===== config.mk =====
export PLATFORM = sky130hd
export DESIGN_NAME = cwd_generator
export DESIGN_NICKNAME = d
export VERILOG_FILES = /design/src/cwd_pkg.sv /design/src/cwd_deadband.sv /design/src/cwd_shutdown.sv /design/src/cwd_generator.sv
export SDC_FILE = /design/constraint.sdc
export NUM_CORES = 1
export LEC_CHECK = 0
export BUFFER_PORTS_ARGS = -buffer_cell sky130_fd_sc_hd__buf_2
export CORE_UTILIZATION = 28
export CTS_BUF_LIST = sky130_fd_sc_hd__clkbuf_8
export CTS_CLUSTER_DIAMETER = 100
export DETAILED_ROUTE_END_ITERATION = 8
export HOLD_SLACK_MARGIN = 0.02
export PLACE_DENSITY_LB_ADDON = 0.3
export SETUP_SLACK_MARGIN = 0.05
export SLEW_MARGIN = 20
export SYNTH_ARGS = -nofsm -noshare
export SYNTH_HDL_FRONTEND = slang
export SYNTH_HIERARCHICAL = 1
export SYNTH_SLANG_ARGS = --single-unit

===== constraint.sdc =====
create_clock -name mclk_i -period 2.6 [get_ports mclk_i]
set_input_delay 0.26 -clock mclk_i [delete_from_list [all_inputs] [get_ports mclk_i]]
set_output_delay 0.26 -clock mclk_i [all_outputs]
set_load 0.005 [all_outputs]

===== src/cwd_pkg.sv =====
/*
  Shared constants and types for the complementary wave generator with dead band and auto-shutdown.
  Assumes an 8-bit register port and one synchronous clock domain.
*/
package cwd_pkg;

  // Register port widths, dead-band count width and fault source count.
  localparam int ADDR_W = 8;
  localparam int DATA_W = 8;
  localparam int DB_W = 6;
  localparam int NSRC = 7;

  // Register byte offsets.
  localparam logic [7:0] ADDR_CTRL = 8'h00;
  localparam logic [7:0] ADDR_DBR = 8'h04;
  localparam logic [7:0] ADDR_DBF = 8'h08;
  localparam logic [7:0] ADDR_SDCTL = 8'h0c;
  localparam logic [7:0] ADDR_SDSRC = 8'h10;
  localparam logic [7:0] ADDR_CLKSEL = 8'h14;
  localparam logic [7:0] ADDR_STATUS = 8'h18;

  // Field positions.
  localparam int CTRL_EN_BIT = 7;
  localparam int CTRL_LD_BIT = 6;
  localparam int SD_BIT = 7;
  localparam int REN_BIT = 6;
  localparam int LSBD_LSB = 4;
  localparam int LSAC_LSB = 2;
  localparam int CS_BIT = 0;
  localparam int STAT_IN_BIT = 1;
  localparam int STAT_IF_BIT = 0;

  // Reset values.
  localparam logic [2:0] MODE_RST = 3'h0;
  localparam logic [5:0] DB_RST = 6'h00;
  localparam logic [1:0] LVL_RST = 2'h0;
  localparam logic [6:0] SRC_RST = 7'h00;

  // Override level codes.
  localparam logic [1:0] LVL_HIZ = 2'h0;
  localparam logic [1:0] LVL_INACT = 2'h1;
  localparam logic [1:0] LVL_LOW = 2'h2;
  localparam logic [1:0] LVL_HIGH = 2'h3;

  // Output mode codes.
  typedef enum logic [2:0] {
    MODE_ASYNC_STEER = 3'h0,
    MODE_SYNC_STEER = 3'h1,
    MODE_FWD_FULL = 3'h2,
    MODE_REV_FULL = 3'h3,
    MODE_HALF = 3'h4,
    MODE_PUSH_PULL = 3'h5
  } cwd_mode_t;

  // Generator states, one-hot.
  typedef enum logic [2:0] {
    ST_OFF = 3'h1,
    ST_SHUT = 3'h2,
    ST_RUN = 3'h4
  } cwd_state_t;

  // The four outputs travel together.
  typedef struct packed {
    logic fourth;
    logic third;
    logic second;
    logic first;
  } cwd_outs_t;

endpackage


===== src/cwd_deadband.sv =====
/*
  One dead-band delay: output follows a rising level after a programmed count.
  Assumes the trigger level is synchronous to the clock.
*/
`timescale 1ns/1ps
module cwd_deadband #(
  parameter int W = 6
) (
  // Clock and reset.
  input wire logic mclk_i,
  input wire logic sys_rst_i,
  // Trigger level and active count.
  input wire logic level_i,
  input wire logic [W-1:0] count_i,
  // Delayed level.
  output logic out_o
);

  logic lvl_q;
  logic busy_q;
  logic [W-1:0] cnt_q;
  logic out_q;

  // Remembers the trigger level for edge detection.
  always_ff @(posedge mclk_i or posedge sys_rst_i) begin
    if (sys_rst_i) begin
      lvl_q <= 1'b0;
    end else begin
      lvl_q <= level_i;
    end
  end

  // Counts from the edge; an early level drop cancels the pulse.
  always_ff @(posedge mclk_i or posedge sys_rst_i) begin
    if (sys_rst_i) begin
      busy_q <= 1'b0;
      cnt_q <= '0;
      out_q <= 1'b0;
    end else if (!level_i) begin
      busy_q <= 1'b0; // [RQ5]
      out_q <= 1'b0;
    end else if (!lvl_q) begin
      cnt_q <= '0; // [RQ4]
      busy_q <= (count_i != '0);
      out_q <= (count_i == '0); // [RQ4]
    end else if (busy_q) begin
      cnt_q <= W'(cnt_q + 1'b1); // [RQ25]
      if (cnt_q == W'(count_i - 1'b1)) begin
        busy_q <= 1'b0;
        out_q <= 1'b1; // [RQ3] [RQ8]
      end
    end
  end

  assign out_o = out_q;

endmodule


===== src/cwd_shutdown.sv =====
/*
  Shutdown bit keeper: software and fault inputs set it, software or auto-restart clears it.
  Assumes fault inputs are synchronous to the clock.
*/
`timescale 1ns/1ps
module cwd_shutdown #(
  parameter int NSRC = cwd_pkg::NSRC
) (
  // Clock and reset.
  input wire logic mclk_i,
  input wire logic sys_rst_i,
  // Control.
  input wire logic en_rise_i,
  input wire logic ren_i,
  input wire logic sw_wr_i,
  input wire logic sw_val_i,
  // Fault sources.
  input wire logic [NSRC-1:0] fault_n_i,
  input wire logic [NSRC-1:0] src_en_i,
  // Status.
  output logic hw_active_o,
  output logic sd_o,
  output logic sd_set_o
);

  logic sd_q;
  logic sd_d;

  // Any enabled low fault input raises the hardware condition.
  assign hw_active_o = |(~fault_n_i & src_en_i); // [RQ12] [RQ26] [RQ13]

  // Sets win over every clear; clears need all sources gone.
  always_comb begin
    sd_d = sd_q;
    if (sw_wr_i && !sw_val_i && !hw_active_o) begin
      sd_d = 1'b0; // [RQ17] [RQ18] [RQ16]
    end
    if (ren_i && !hw_active_o) begin
      sd_d = 1'b0; // [RQ10] [RQ19] [RQ16]
    end
    if ((sw_wr_i && sw_val_i) || hw_active_o || en_rise_i) begin
      sd_d = 1'b1; // [RQ9] [RQ11] [RQ21]
    end
  end

  // Holds the shutdown bit.
  always_ff @(posedge mclk_i or posedge sys_rst_i) begin
    if (sys_rst_i) begin
      sd_q <= 1'b0;
    end else begin
      sd_q <= sd_d;
    end
  end

  assign sd_o = sd_q;
  assign sd_set_o = sd_d & ~sd_q; // [RQ15]

endmodule


===== src/cwd_generator.sv =====
/*
  Wave generator core: register port, buffered dead bands and output modes,
  auto-shutdown with override levels.
  Assumes the modulated data input and fault inputs are synchronous to mclk_i.
*/
`timescale 1ns/1ps
// Function
// RQ1 - Half-bridge: falling dead band delays second output.
// RQ2 - Forward dead band only on reverse-to-forward change, fourth output.
// RQ3 - Falling count gives dead band in clock periods.
// RQ4 - Count starts on data edge; zero means no dead band.
// RQ5 - Early data reversal suppresses the pulse.
// RQ6 - Falling count double-buffered; disabled writes load at once.
// RQ7 - Enabled: load on rise after first fall after request.
// RQ8 - Dead band is count to count plus one periods.
// RQ9 - Software shutdown bit holds shutdown while set.
// RQ10 - Auto-restart clears software shutdown; resume on rise.
// RQ11 - Enabled fault forces override levels at once.
// RQ12 - Faults are active low, each individually enabled.
// RQ13 - Faults are level sensitive; shutdown holds while active.
// RQ14 - Two override fields: second/fourth and first/third.
// RQ15 - Any shutdown set raises the interrupt flag; the code raises it only while enabled, not for the set at enable.
// RQ16 - Restart waits until every source is clear.
// RQ17 - Software clears shutdown; resume on next rise.
// RQ18 - Software clear ignored while a fault is present.
// RQ19 - Auto-restart clears shutdown when faults go; resume on rise.
// RQ20 - Fast oscillator kept on while enabled, active and selected.
// RQ21 - Enable starts in shutdown with override levels.
// RQ22 - Software configures while disabled, enable last.
// RQ23 - Mode field picks push-pull, half, full or steering.
// RQ24 - Load request self-clears; settable only once enabled.
// RQ25 - Six-bit rising and falling counters count up to value.
// RQ26 - Hardware shutdown is OR of enabled inverted faults.
module cwd_generator #(
  parameter int NSRC = cwd_pkg::NSRC,
  parameter int DB_W = cwd_pkg::DB_W
) (
  // Clock and reset.
  input wire logic mclk_i,
  input wire logic sys_rst_i,
  // Register port.
  input wire logic [cwd_pkg::ADDR_W-1:0] reg_addr_i,
  input wire logic [cwd_pkg::DATA_W-1:0] reg_wdata_i,
  input wire logic reg_wr_i,
  input wire logic reg_rd_i,
  output logic [cwd_pkg::DATA_W-1:0] reg_rdata_o,
  // Modulated data and faults.
  input wire logic mod_data_i,
  input wire logic input_active_i,
  input wire logic [NSRC-1:0] fault_n_i,
  // Outputs to the switch drivers.
  output cwd_pkg::cwd_outs_t gen_out_o,
  output cwd_pkg::cwd_outs_t gen_oe_n_o,
  // Status.
  output logic gen_irq_flag_o,
  output logic osc_keep_on_o
);

  // Software-visible state.
  logic en_q;
  logic ld_q;
  cwd_pkg::cwd_mode_t mode_q;
  logic [DB_W-1:0] dbr_wr_q;
  logic [DB_W-1:0] dbf_wr_q;
  logic [DB_W-1:0] dbr_act_q;
  logic [DB_W-1:0] dbf_act_q;
  logic ren_q;
  logic [1:0] lsbd_q;
  logic [1:0] lsac_q;
  logic [NSRC-1:0] src_en_q;
  logic cs_q;
  logic irq_q;
  logic [cwd_pkg::DATA_W-1:0] rdata_q;

  // Internal state.
  cwd_pkg::cwd_state_t state_q;
  logic data_q;
  logic ld_fall_seen_q;
  logic phase_q;
  logic rev_dir_q;
  logic fwd_pend_q;
  logic rev_pend_q;
  cwd_pkg::cwd_outs_t out_q;
  cwd_pkg::cwd_outs_t oe_n_q;
  cwd_pkg::cwd_outs_t run_d;

  // Decoded strobes and events.
  logic wr_ctrl;
  logic wr_sdctl;
  logic data_rise;
  logic data_fall;
  logic en_rise;
  logic hw_active;
  logic sd_bit;
  logic sd_set;
  logic dbr_out;
  logic dbf_out;
  logic dbf_level;
  logic is_full;

  assign wr_ctrl = reg_wr_i && (reg_addr_i == cwd_pkg::ADDR_CTRL);
  assign wr_sdctl = reg_wr_i && (reg_addr_i == cwd_pkg::ADDR_SDCTL);
  assign data_rise = mod_data_i & ~data_q;
  assign data_fall = ~mod_data_i & data_q;
  assign en_rise = wr_ctrl && reg_wdata_i[cwd_pkg::CTRL_EN_BIT] && !en_q;
  assign is_full = (mode_q == cwd_pkg::MODE_FWD_FULL) || (mode_q == cwd_pkg::MODE_REV_FULL);

  // Data edge history.
  always_ff @(posedge mclk_i or posedge sys_rst_i) begin
    if (sys_rst_i) begin
      data_q <= 1'b0;
    end else begin
      data_q <= mod_data_i;
    end
  end

  // Control register: enable and mode.
  always_ff @(posedge mclk_i or posedge sys_rst_i) begin
    if (sys_rst_i) begin
      en_q <= 1'b0;
      mode_q <= cwd_pkg::cwd_mode_t'(cwd_pkg::MODE_RST);
    end else if (wr_ctrl) begin
      en_q <= reg_wdata_i[cwd_pkg::CTRL_EN_BIT];
      mode_q <= cwd_pkg::cwd_mode_t'(reg_wdata_i[2:0]); // [RQ23]
    end
  end

  // Load request: settable only when already enabled, cleared by the transfer or by disabling.
  always_ff @(posedge mclk_i or posedge sys_rst_i) begin
    if (sys_rst_i) begin
      ld_q <= 1'b0;
      ld_fall_seen_q <= 1'b0;
    end else if (!en_q) begin
      ld_q <= 1'b0;
      ld_fall_seen_q <= 1'b0;
    end else if (ld_q && ld_fall_seen_q && data_rise) begin
      ld_q <= 1'b0; // [RQ24]
      ld_fall_seen_q <= 1'b0;
    end else begin
      if (ld_q && data_fall) begin
        ld_fall_seen_q <= 1'b1; // [RQ7]
      end
      if (wr_ctrl && reg_wdata_i[cwd_pkg::CTRL_LD_BIT] && !ld_q) begin
        ld_q <= 1'b1; // [RQ24]
        ld_fall_seen_q <= 1'b0;
      end
    end
  end

  // Written dead-band counts.
  always_ff @(posedge mclk_i or posedge sys_rst_i) begin
    if (sys_rst_i) begin
      dbr_wr_q <= cwd_pkg::DB_RST;
      dbf_wr_q <= cwd_pkg::DB_RST;
    end else if (reg_wr_i && reg_addr_i == cwd_pkg::ADDR_DBR) begin
      dbr_wr_q <= reg_wdata_i[DB_W-1:0];
    end else if (reg_wr_i && reg_addr_i == cwd_pkg::ADDR_DBF) begin
      dbf_wr_q <= reg_wdata_i[DB_W-1:0];
    end
  end

  // Active dead-band counts: follow writes while disabled, else transfer on the load edge.
  always_ff @(posedge mclk_i or posedge sys_rst_i) begin
    if (sys_rst_i) begin
      dbr_act_q <= cwd_pkg::DB_RST;
      dbf_act_q <= cwd_pkg::DB_RST;
    end else if (!en_q) begin
      if (reg_wr_i && reg_addr_i == cwd_pkg::ADDR_DBR) begin
        dbr_act_q <= reg_wdata_i[DB_W-1:0];
      end
      if (reg_wr_i && reg_addr_i == cwd_pkg::ADDR_DBF) begin
        dbf_act_q <= reg_wdata_i[DB_W-1:0]; // [RQ6]
      end
    end else if (ld_q && ld_fall_seen_q && data_rise) begin
      dbr_act_q <= dbr_wr_q;
      dbf_act_q <= dbf_wr_q; // [RQ7]
    end
  end

  // Shutdown control, source enables and clock select.
  always_ff @(posedge mclk_i or posedge sys_rst_i) begin
    if (sys_rst_i) begin
      ren_q <= 1'b0;
      lsbd_q <= cwd_pkg::LVL_RST;
      lsac_q <= cwd_pkg::LVL_RST;
      src_en_q <= NSRC'(cwd_pkg::SRC_RST);
      cs_q <= 1'b0;
    end else if (wr_sdctl) begin
      ren_q <= reg_wdata_i[cwd_pkg::REN_BIT];
      lsbd_q <= reg_wdata_i[cwd_pkg::LSBD_LSB +: 2];
      lsac_q <= reg_wdata_i[cwd_pkg::LSAC_LSB +: 2];
    end else if (reg_wr_i && reg_addr_i == cwd_pkg::ADDR_SDSRC) begin
      src_en_q <= reg_wdata_i[NSRC-1:0];
    end else if (reg_wr_i && reg_addr_i == cwd_pkg::ADDR_CLKSEL) begin
      cs_q <= reg_wdata_i[cwd_pkg::CS_BIT];
    end
  end

  // Shutdown bit keeper.
  cwd_shutdown #(
    .NSRC(NSRC)
  ) u_shutdown (
    .mclk_i(mclk_i),
    .sys_rst_i(sys_rst_i),
    .en_rise_i(en_rise),
    .ren_i(ren_q),
    .sw_wr_i(wr_sdctl && en_q),
    .sw_val_i(reg_wdata_i[cwd_pkg::SD_BIT]),
    .fault_n_i(fault_n_i),
    .src_en_i(src_en_q),
    .hw_active_o(hw_active),
    .sd_o(sd_bit),
    .sd_set_o(sd_set)
  );

  // Interrupt flag: shutdown sets, writing one clears; set wins.
  always_ff @(posedge mclk_i or posedge sys_rst_i) begin
    if (sys_rst_i) begin
      irq_q <= 1'b0;
    end else if (sd_set && en_q) begin
      irq_q <= 1'b1; // [RQ15]
    end else if (reg_wr_i && reg_addr_i == cwd_pkg::ADDR_STATUS && reg_wdata_i[cwd_pkg::STAT_IF_BIT]) begin
      irq_q <= 1'b0;
    end
  end

  // Generator state; restart only on a data rising edge.
  always_ff @(posedge mclk_i or posedge sys_rst_i) begin
    if (sys_rst_i) begin
      state_q <= cwd_pkg::ST_OFF;
    end else begin
      case (state_q)
        cwd_pkg::ST_OFF: begin
          if (en_q) begin
            state_q <= cwd_pkg::ST_SHUT; // [RQ21]
          end
        end
        cwd_pkg::ST_SHUT: begin
          if (!en_q) begin
            state_q <= cwd_pkg::ST_OFF;
          end else if (!sd_bit && !hw_active && data_rise) begin
            state_q <= cwd_pkg::ST_RUN; // [RQ17] [RQ19] [RQ10]
          end
        end
        cwd_pkg::ST_RUN: begin
          if (!en_q) begin
            state_q <= cwd_pkg::ST_OFF;
          end else if (sd_bit || hw_active) begin
            state_q <= cwd_pkg::ST_SHUT; // [RQ9] [RQ11] [RQ13]
          end
        end
        default: begin
          state_q <= cwd_pkg::ST_OFF;
        end
      endcase
    end
  end

  // Direction, push-pull phase and pending direction-change dead bands.
  always_ff @(posedge mclk_i or posedge sys_rst_i) begin
    if (sys_rst_i) begin
      phase_q <= 1'b0;
      rev_dir_q <= 1'b0;
      fwd_pend_q <= 1'b0;
      rev_pend_q <= 1'b0;
    end else if (data_rise) begin
      phase_q <= ~phase_q;
      if (is_full) begin
        rev_dir_q <= (mode_q == cwd_pkg::MODE_REV_FULL);
        fwd_pend_q <= rev_dir_q && (mode_q == cwd_pkg::MODE_FWD_FULL); // [RQ2]
        rev_pend_q <= !rev_dir_q && (mode_q == cwd_pkg::MODE_REV_FULL);
      end
    end else if (data_fall) begin
      fwd_pend_q <= 1'b0;
      rev_pend_q <= 1'b0;
    end
  end

  // Falling counter: data fall in half-bridge, forward change otherwise.
  assign dbf_level = (mode_q == cwd_pkg::MODE_HALF) ? ~mod_data_i : mod_data_i;

  cwd_deadband #(
    .W(DB_W)
  ) u_db_rise (
    .mclk_i(mclk_i),
    .sys_rst_i(sys_rst_i),
    .level_i(mod_data_i),
    .count_i(dbr_act_q),
    .out_o(dbr_out)
  );

  cwd_deadband #(
    .W(DB_W)
  ) u_db_fall (
    .mclk_i(mclk_i),
    .sys_rst_i(sys_rst_i),
    .level_i(dbf_level),
    .count_i(dbf_act_q),
    .out_o(dbf_out)
  );

  // Running output levels for each mode.
  always_comb begin
    run_d = '0;
    case (mode_q)
      cwd_pkg::MODE_HALF: begin
        run_d.first = dbr_out;
        run_d.second = dbf_out; // [RQ1]
      end
      cwd_pkg::MODE_PUSH_PULL: begin
        run_d.first = mod_data_i & ~phase_q;
        run_d.second = mod_data_i & phase_q;
      end
      cwd_pkg::MODE_FWD_FULL, cwd_pkg::MODE_REV_FULL: begin
        run_d.first = ~rev_dir_q;
        run_d.third = rev_dir_q;
        run_d.fourth = ~rev_dir_q & (fwd_pend_q ? dbf_out : mod_data_i); // [RQ2]
        run_d.second = rev_dir_q & (rev_pend_q ? dbr_out : mod_data_i);
      end
      cwd_pkg::MODE_ASYNC_STEER, cwd_pkg::MODE_SYNC_STEER: begin
        run_d = {4{mod_data_i}};
      end
      default: begin
        run_d = '0;
      end
    endcase
  end

  // Override level decode for one output.
  function automatic logic ovr_level(input logic [1:0] code);
    ovr_level = (code == cwd_pkg::LVL_HIGH);
  endfunction

  // Output registers: override levels while shut down or faulted.
  always_ff @(posedge mclk_i or posedge sys_rst_i) begin
    if (sys_rst_i) begin
      out_q <= '0;
      oe_n_q <= '1;
    end else if (state_q == cwd_pkg::ST_OFF || !en_q) begin
      out_q <= '0;
      oe_n_q <= '1;
    end else if (state_q == cwd_pkg::ST_SHUT || hw_active || sd_bit) begin
      out_q.first <= ovr_level(lsac_q); // [RQ14] [RQ11]
      out_q.third <= ovr_level(lsac_q);
      out_q.second <= ovr_level(lsbd_q);
      out_q.fourth <= ovr_level(lsbd_q);
      oe_n_q.first <= (lsac_q == cwd_pkg::LVL_HIZ);
      oe_n_q.third <= (lsac_q == cwd_pkg::LVL_HIZ);
      oe_n_q.second <= (lsbd_q == cwd_pkg::LVL_HIZ);
      oe_n_q.fourth <= (lsbd_q == cwd_pkg::LVL_HIZ);
    end else begin
      out_q <= run_d;
      oe_n_q <= '0;
    end
  end

  // Read data register, valid the cycle after the read strobe.
  always_ff @(posedge mclk_i or posedge sys_rst_i) begin
    if (sys_rst_i) begin
      rdata_q <= '0;
    end else if (reg_rd_i) begin
      if (reg_addr_i == cwd_pkg::ADDR_CTRL) begin
        rdata_q <= {en_q, ld_q, 3'h0, mode_q};
      end else if (reg_addr_i == cwd_pkg::ADDR_DBR) begin
        rdata_q <= 8'(dbr_wr_q);
      end else if (reg_addr_i == cwd_pkg::ADDR_DBF) begin
        rdata_q <= 8'(dbf_wr_q);
      end else if (reg_addr_i == cwd_pkg::ADDR_SDCTL) begin
        rdata_q <= {sd_bit, ren_q, lsbd_q, lsac_q, 2'h0};
      end else if (reg_addr_i == cwd_pkg::ADDR_SDSRC) begin
        rdata_q <= 8'(src_en_q);
      end else if (reg_addr_i == cwd_pkg::ADDR_CLKSEL) begin
        rdata_q <= {7'h00, cs_q};
      end else if (reg_addr_i == cwd_pkg::ADDR_STATUS) begin
        rdata_q <= {6'h00, mod_data_i, irq_q};
      end else begin
        rdata_q <= 8'h00;
      end
    end else begin
      rdata_q <= 8'h00;
    end
  end

  // Keeps the oscillator on for sleep.
  always_comb begin
    osc_keep_on_o = en_q && input_active_i && cs_q; // [RQ20]
  end

  assign reg_rdata_o = rdata_q;
  assign gen_out_o = out_q;
  assign gen_oe_n_o = oe_n_q;
  assign gen_irq_flag_o = irq_q;

endmodule


After elaboration in Yosys (flattened, before gate mapping)
Index checks and enable logic that the tools add are counted.
{"block": "totals", "wordCells": 222, "out_inout_bits": 18, "mem_count": 0, "mem_bits_rw": 0, "latch_bits": 0, "romBits": 0, "register_bits": 86}
{"block": "classes", "n_mux": 66, "n_mul": 0, "n_reduce_logical": 67, "shift": 0, "n_addsub": 4, "bitwise": 17, "n_lt_le_gt_ge": 0, "div": 0, "n_eq_ne": 31}
{"operator": "6-bit 2-to-1 mux", "n": 10}
{"operator": "8-bit 2-to-1 mux", "n": 5}
{"operator": "1-bit 2-to-1 mux", "n": 36}
{"operator": "1-bit logical AND", "n": 27}
{"operator": "8-bit by 5-bit equality test with 1-bit output (second input constant)", "n": 3}
{"operator": "2-bit AND reduction", "n": 10}
{"operator": "3-bit != test (second input constant)", "n": 6}
{"operator": "8-bit by 4-bit equality test with 1-bit output (second input constant)", "n": 2}
{"operator": "4-bit 2-to-1 mux", "n": 4}
{"operator": "3-bit 2-to-1 mux", "n": 5}
{"operator": "6-bit by 1-bit adder with 6-bit output (second input constant)", "n": 2}
{"operator": "6-bit equality test", "n": 2}
{"operator": "6-bit logical NOT", "n": 2}
{"operator": "6-bit nonzero test", "n": 2}
{"operator": "6-bit by 1-bit subtractor with 6-bit output (second input constant)", "n": 2}
{"operator": "3-bit by 2-bit equality test with 1-bit output (second input constant)", "n": 3}
{"operator": "3-bit equality test (second input constant)", "n": 3}
{"operator": "3-bit case mux with 3 select lines", "n": 1}
{"operator": "8-bit by 3-bit equality test with 1-bit output (second input constant)", "n": 1}
{"operator": "8-bit logical NOT", "n": 1}
{"operator": "1-bit NOT", "n": 8}
{"operator": "2-bit case mux with 4 select lines", "n": 1}
{"operator": "2-bit nonzero test", "n": 4}
{"operator": "1-bit AND", "n": 7}
{"operator": "other kinds (18)", "n": 38}

Logic depth before layout (Yosys ltp)
{"block": "logic_depth", "depth_word": 11, "mapped_depth": 9, "mapped_depth_nobuf": 7}

By module
Netlist, hierarchy kept.
{"mod": "cwd_generator", "area_per_inst_um2": 3394.5, "cells_per_inst": 326, "seq_area_each_um2": 1655.3, "instances": 1}
{"mod": "cwd_deadband", "area_per_inst_um2": 619.3, "cells_per_inst": 73, "seq_area_each_um2": 225.2, "instances": 2}
{"mod": "cwd_shutdown", "area_per_inst_um2": 137.6, "cells_per_inst": 16, "seq_area_each_um2": 25.0, "instances": 1}

Worst setup path after synthesis
OpenSTA, ideal clock, no wires.
{"block": "synth_timing", "path_type": "in2reg", "from": "in reg_addr_i[1] in the netlist's numbering", "to": "reg irq_q, in the netlist gen_irq_flag_o", "setup_slack_ns": 0.620, "setup_time_ns": 0.121, "path_buffers": 1, "path_stages": 8, "arrival_time_ns": 1.859, "path_cell_list": "nor4_2 and3_1 buf_2 and4_1 nor3b_1 a211oi_1 a31oi_1 a22o_1"}
{"block": "synth_between", "elab_chain_cells": 11}
{"item": "from (decl)", "line_no": "cwd_generator.sv:42", "rtl": "input wire logic [cwd_pkg::ADDR_W-1:0] reg_addr_i,"}
{"item": "8-bit by 4-bit equality test with 1-bit output", "line_no": "cwd_generator.sv:102", "rtl": "assign wr_sdctl = reg_wr_i && (reg_addr_i == cwd_pkg::ADDR_SDCTL);"}
{"item": "1-bit logical AND", "line_no": "cwd_generator.sv:102"}
{"item": "1-bit logical AND", "line_no": "cwd_generator.sv:207", "rtl": ".sw_wr_i(wr_sdctl && en_q),"}
{"item": "1-bit logical AND (2 in series)", "line_no": "cwd_shutdown.sv:35", "rtl": "if (sw_wr_i && !sw_val_i && !hw_active_o) begin"}
{"item": "1-bit 2-to-1 mux", "line_no": "cwd_shutdown.sv:35"}
{"item": "1-bit 2-to-1 mux", "line_no": "cwd_shutdown.sv:38", "rtl": "if (ren_i && !hw_active_o) begin"}
{"item": "1-bit 2-to-1 mux *", "line_no": "cwd_shutdown.sv:41", "rtl": "if ((sw_wr_i && sw_val_i) || hw_active_o || en_rise_i) begin"}
{"item": "1-bit AND *", "line_no": "cwd_shutdown.sv:56", "rtl": "assign sd_set_o = sd_d & ~sd_q;"}
{"item": "named net sd_set", "line_no": "cwd_generator.sv:95", "rtl": "logic sd_set;"}
{"item": "1-bit logical AND *", "line_no": "cwd_generator.sv:220", "rtl": "end else if (sd_set && en_q) begin"}
{"item": "1-bit 2-to-1 mux or 2-bit nonzero test (tied branches)"}
{"item": "to (signal assigned)", "line_no": "cwd_generator.sv:219", "rtl": "irq_q <= 1'b0;"}
{"item": "to (signal assigned)", "line_no": "cwd_generator.sv:221", "rtl": "irq_q <= 1'b1;"}
{"item": "to (signal assigned)", "line_no": "cwd_generator.sv:223", "rtl": "irq_q <= 1'b0;"}
{"item": "to (decl)", "line_no": "cwd_generator.sv:72", "rtl": "logic irq_q;"}
Mark *: on every way through the listed nets, which the timed path passes. The rest lies on a longest branch.
A chain may end at the register's enable or synchronous reset.

Worst setup path in the final report
{"block": "layout_timing", "from": "reg src_en_q[2]", "to": "reg out_q (netlist bit gen_out_o[3])"}
{"block": "layout_between", "elab_chain_cells": 6}
{"item": "from (decl)", "line_no": "cwd_generator.sv:70", "rtl": "logic [NSRC-1:0] src_en_q;"}
{"item": "from (signal assigned)", "line_no": "cwd_generator.sv:186", "rtl": "src_en_q <= NSRC'(cwd_pkg::SRC_RST);"}
{"item": "from (signal assigned)", "line_no": "cwd_generator.sv:193", "rtl": "src_en_q <= reg_wdata_i[NSRC-1:0];"}
{"item": "7-bit AND", "line_no": "cwd_shutdown.sv:30", "rtl": "assign hw_active_o = |(~fault_n_i & src_en_i);"}
{"item": "7-bit OR reduction", "line_no": "cwd_shutdown.sv:30"}
{"item": "named net hw_active", "line_no": "cwd_generator.sv:93", "rtl": "logic hw_active;"}
{"item": "1-bit logical OR (2 in series)", "line_no": "cwd_generator.sv:342", "rtl": "end else if (state_q == cwd_pkg::ST_SHUT || hw_active || sd_bit) begin"}
{"item": "4-bit 2-to-1 mux", "line_no": "cwd_generator.sv:342"}
{"item": "4-bit 2-to-1 mux", "line_no": "cwd_generator.sv:339", "rtl": "end else if (state_q == cwd_pkg::ST_OFF || !en_q) begin"}
{"item": "to (signal assigned)", "line_no": "cwd_generator.sv:352", "rtl": "out_q <= run_d;"}
{"item": "to (decl)", "line_no": "cwd_generator.sv:83", "rtl": "cwd_pkg::cwd_outs_t out_q;"}
The timed path passes the listed nets, and every way through them passes these cells.

==> results.tsv <==
metric	value	unit
worst hold slack	148	ps
NetSw	1.23	mW
Max-slew headroom	0.414	
syn nets	523	
crit path DAT	2520	ps
Power Dens Cells	686	nW/µm²
fraction of layout cells with a size suffix above 1	0.209	
min Tclk post-route	2220	ps
share of power burned in registers	0.463	
Cells on Worst Hold Path	2	
diodes inserted	0	
Area contributors post-synth	dfrtp_1, nand2_1, xnor2_1	
count of cell types in the netlist	68	
IO buf count	46	
first-pass GRT wire length	20300	µm
number of remaining DRC errors	0	
Fmax achieved	451	MHz
syn_area_per_cell	9.78	µm²
Yosys reg bits	85	
post-synth top area share	0.430	
Non-Filler Instances	756	
CTS Sinks	85	
Starting DRT DRC Count	200	
P_leak	2.55	nW
RSZ-0062 raised after global routing	false	
Post-Route Skew	7.99	ps
Via density	5.14	
r2r startpoint	src_en_q[2]	
r2r endpoint	gen_out_o[3]	
Slew @ Worst Pin	876	ps
die area	17600	µm²
CP startpoint kind	flip-flop	
All-Layer GR Usage	0.148	
Min-Delay Endpoint	reg_rdata_o[7]	
CP startpoint	src_en_q[2]	
number of global-route vias before repair	3940	
synth warn	6	
CP max stage delay	520	ps
via count	3885	
total gr overflow	0	
area occupied by multi-input gates	2420	µm²
Yosys top cell by area	dfrtp_1	
design area	5480	µm²
HP Start	reg_rd_i	
EDFF count, synth	0	
worst skew pair latency	380	ps
Detail Route Antenna Nets	0	
clk slew on worst S/H paths	90	ps
Pre-Repair DR Iteration Count	4	
Final Util	0.330	
Max Slew Vio Count	0	
Comb pwr share	0.248	
Commonest cells post-synth	dfrtp_1, nand2_1, inv_1	
nature of the critical path endpoint	flip-flop	
R2R setup slack	380	ps
Worst Path Required	2910	ps
Storage cell area	2130	µm²
final setup margin	385	ps
Clock Power Share	0.289	
Clock Tree Buf Depth	2	
mapped cell area	4770	µm²
outcome	completed	
total negative slack	0	ps
top_reg_cell synth	dfrtp_1	
switch share	0.327	
die height	133	µm
clock root cell	clkbuf_8	
count leader, synth	dfrtp_1	
DP Cell Count	739	
largest net degree at the start of global routing	26	
Avg WL per Cell	16.2	µm
final setup vio count	0	
async set or reset register ratio after synthesis	1.00	
# Max-Cap Violations	0	
Hold Fails Final Rpt	0	
Area after DPL	5240	µm²
Peak VDD IR	0.306	mV
CP max-delay cell	a222oi_1	
Num CTS Buffers	9	
width of the die	133	µm
CTS tree	done	
total wire length	12200	µm
hpwl dp	8950	µm
H-tree levels	3	
Crit Path Max Fanout	6	
Power Total	3.76	mW
synthesis-to-layout area growth	14.8	%
FP Rows	47	
RD Place Congestion	0.833	
internal power	2.53	mW
# fillers	1717	
period utilisation layout	0.852	
Hold WC Path Type	primary input to flip-flop	
initial core utilization	0.288	
pre-CTS WS	449	ps
Post-Synthesis Cells	488	
Core Box Area	16600	µm²
critical path type	flip-flop to flip-flop	
I/O pin count	47	
Post-layout nets	566	
R2R depth	6	
antenna violations before repair	0	
sequential area share after synthesis	0.447	
worst-path cell chain	a222oi_1 -> nand2_1 -> nor2_1 -> o21ai_0 -> or3_1 -> a21oi_1	
## flip-flops by register name, summed over array words and instances (netlist names), 6 cells and up
signal / count
reg_rdata_o: 8
dbf_wr_q: 6
u_db_fall/cnt_q: 6
src_en_q: 7
dbr_wr_q: 6
dbf_act_q: 6
dbr_act_q: 6
u_db_rise/cnt_q: 6
## timing repair
action                    4_1_cts  5_1_grt
hold endpoints to repair       38        0
hold buffers                    1        0
buffers inserted                0        0
resized for setup               0        0
## worst max-delay path by stage
| stage | depth (start not counted) | to |
|---|---|---|
| floorplan | 8 | gen_irq_flag_o |
| global placement | 8 | gen_out_o[3] |
| detailed placement | 8 | gen_out_o[3] |
| CTS | 6 | gen_out_o[3] |
| global route | 6 | gen_out_o[3] |
| finish | 6 | gen_out_o[3] |
## layer usage
layer / GRT usage / vias to the layer above / share of wire
met5: 0 / - / 0
met4: 0.0817 / 0 / 0.028
met3: 0.0230 / 26 / 0.045
met2: 0.236 / 106 / 0.48
met1: 0.192 / 1928 / 0.45
li1: - / 1825 / -
## critical path, delay by kind of cell (launching register included)
family	cells	cell delay, ps
AOI/OAI and AO/OA	3	910
and+or+nand+nor	3	850
DFF	1	400
## layout make-up
class	count	area share
sequential	85	0.389
clock buffer	11	0.0277
clock inverter	5	0.0135
timing repair buffer	58	0.0590
multi-input combinational	349	0.441
tap	220	0.0503
inverter	28	0.0192
## cells by family after synthesis
kind of cell	count (synthesis)	synth area share
xor gates and xnor gates	27	0.0496
AOI/OAI and AO/OA	100	0.143
muxes	40	0.0947
DFF	85	0.447
adders and majority gates	7	0.0178
buffers and inverters	54	0.0469
and+or+nand+nor	175	0.201
## cells in the final DEF, fill, tap and decap left out, drive strengths merged, types with 2 or more instances in the layout
| cell type | count |
|---|---|
| and3 | 7 |
| a22oi | 14 |
| clkbuf | 11 |
| a31o | 2 |
| a311oi | 2 |
| and2 | 3 |
| o22ai | 6 |
| buf | 57 |
| nor3 | 16 |
| a31oi | 14 |
| a21oi | 20 |
| mux2i | 14 |
| dfrtp | 82 |
| nand2b | 10 |
| o21ai | 15 |
| dfstp | 3 |
| nand2 | 58 |
| mux2 | 26 |
| a21boi | 3 |
| o31ai | 2 |
| inv | 29 |
| nor4 | 7 |
| xor2 | 5 |
| a21o | 3 |
| nand4 | 6 |
| nand3 | 21 |
| bufinv | 2 |
| a211o | 2 |
| clkinv | 2 |
| o21a | 5 |
| nor3b | 5 |
| and4b | 2 |
| nor2b | 13 |
| ha | 6 |
| xnor2 | 22 |
| nor2 | 19 |
## power groups by stage
stage | Sequential [mW] | Combinational, mW | Clock (mW)
global placement | 1.76 | 0.897 | 0
floorplan | 1.68 | 0.755 | 0
finish | 1.74 | 0.932 | 1.09
global route | 1.78 | 1.05 | 1.17
CTS | 1.74 | 0.939 | 1.12
detailed placement | 1.77 | 0.929 | 0
Power figures use the tool's default switching activity.
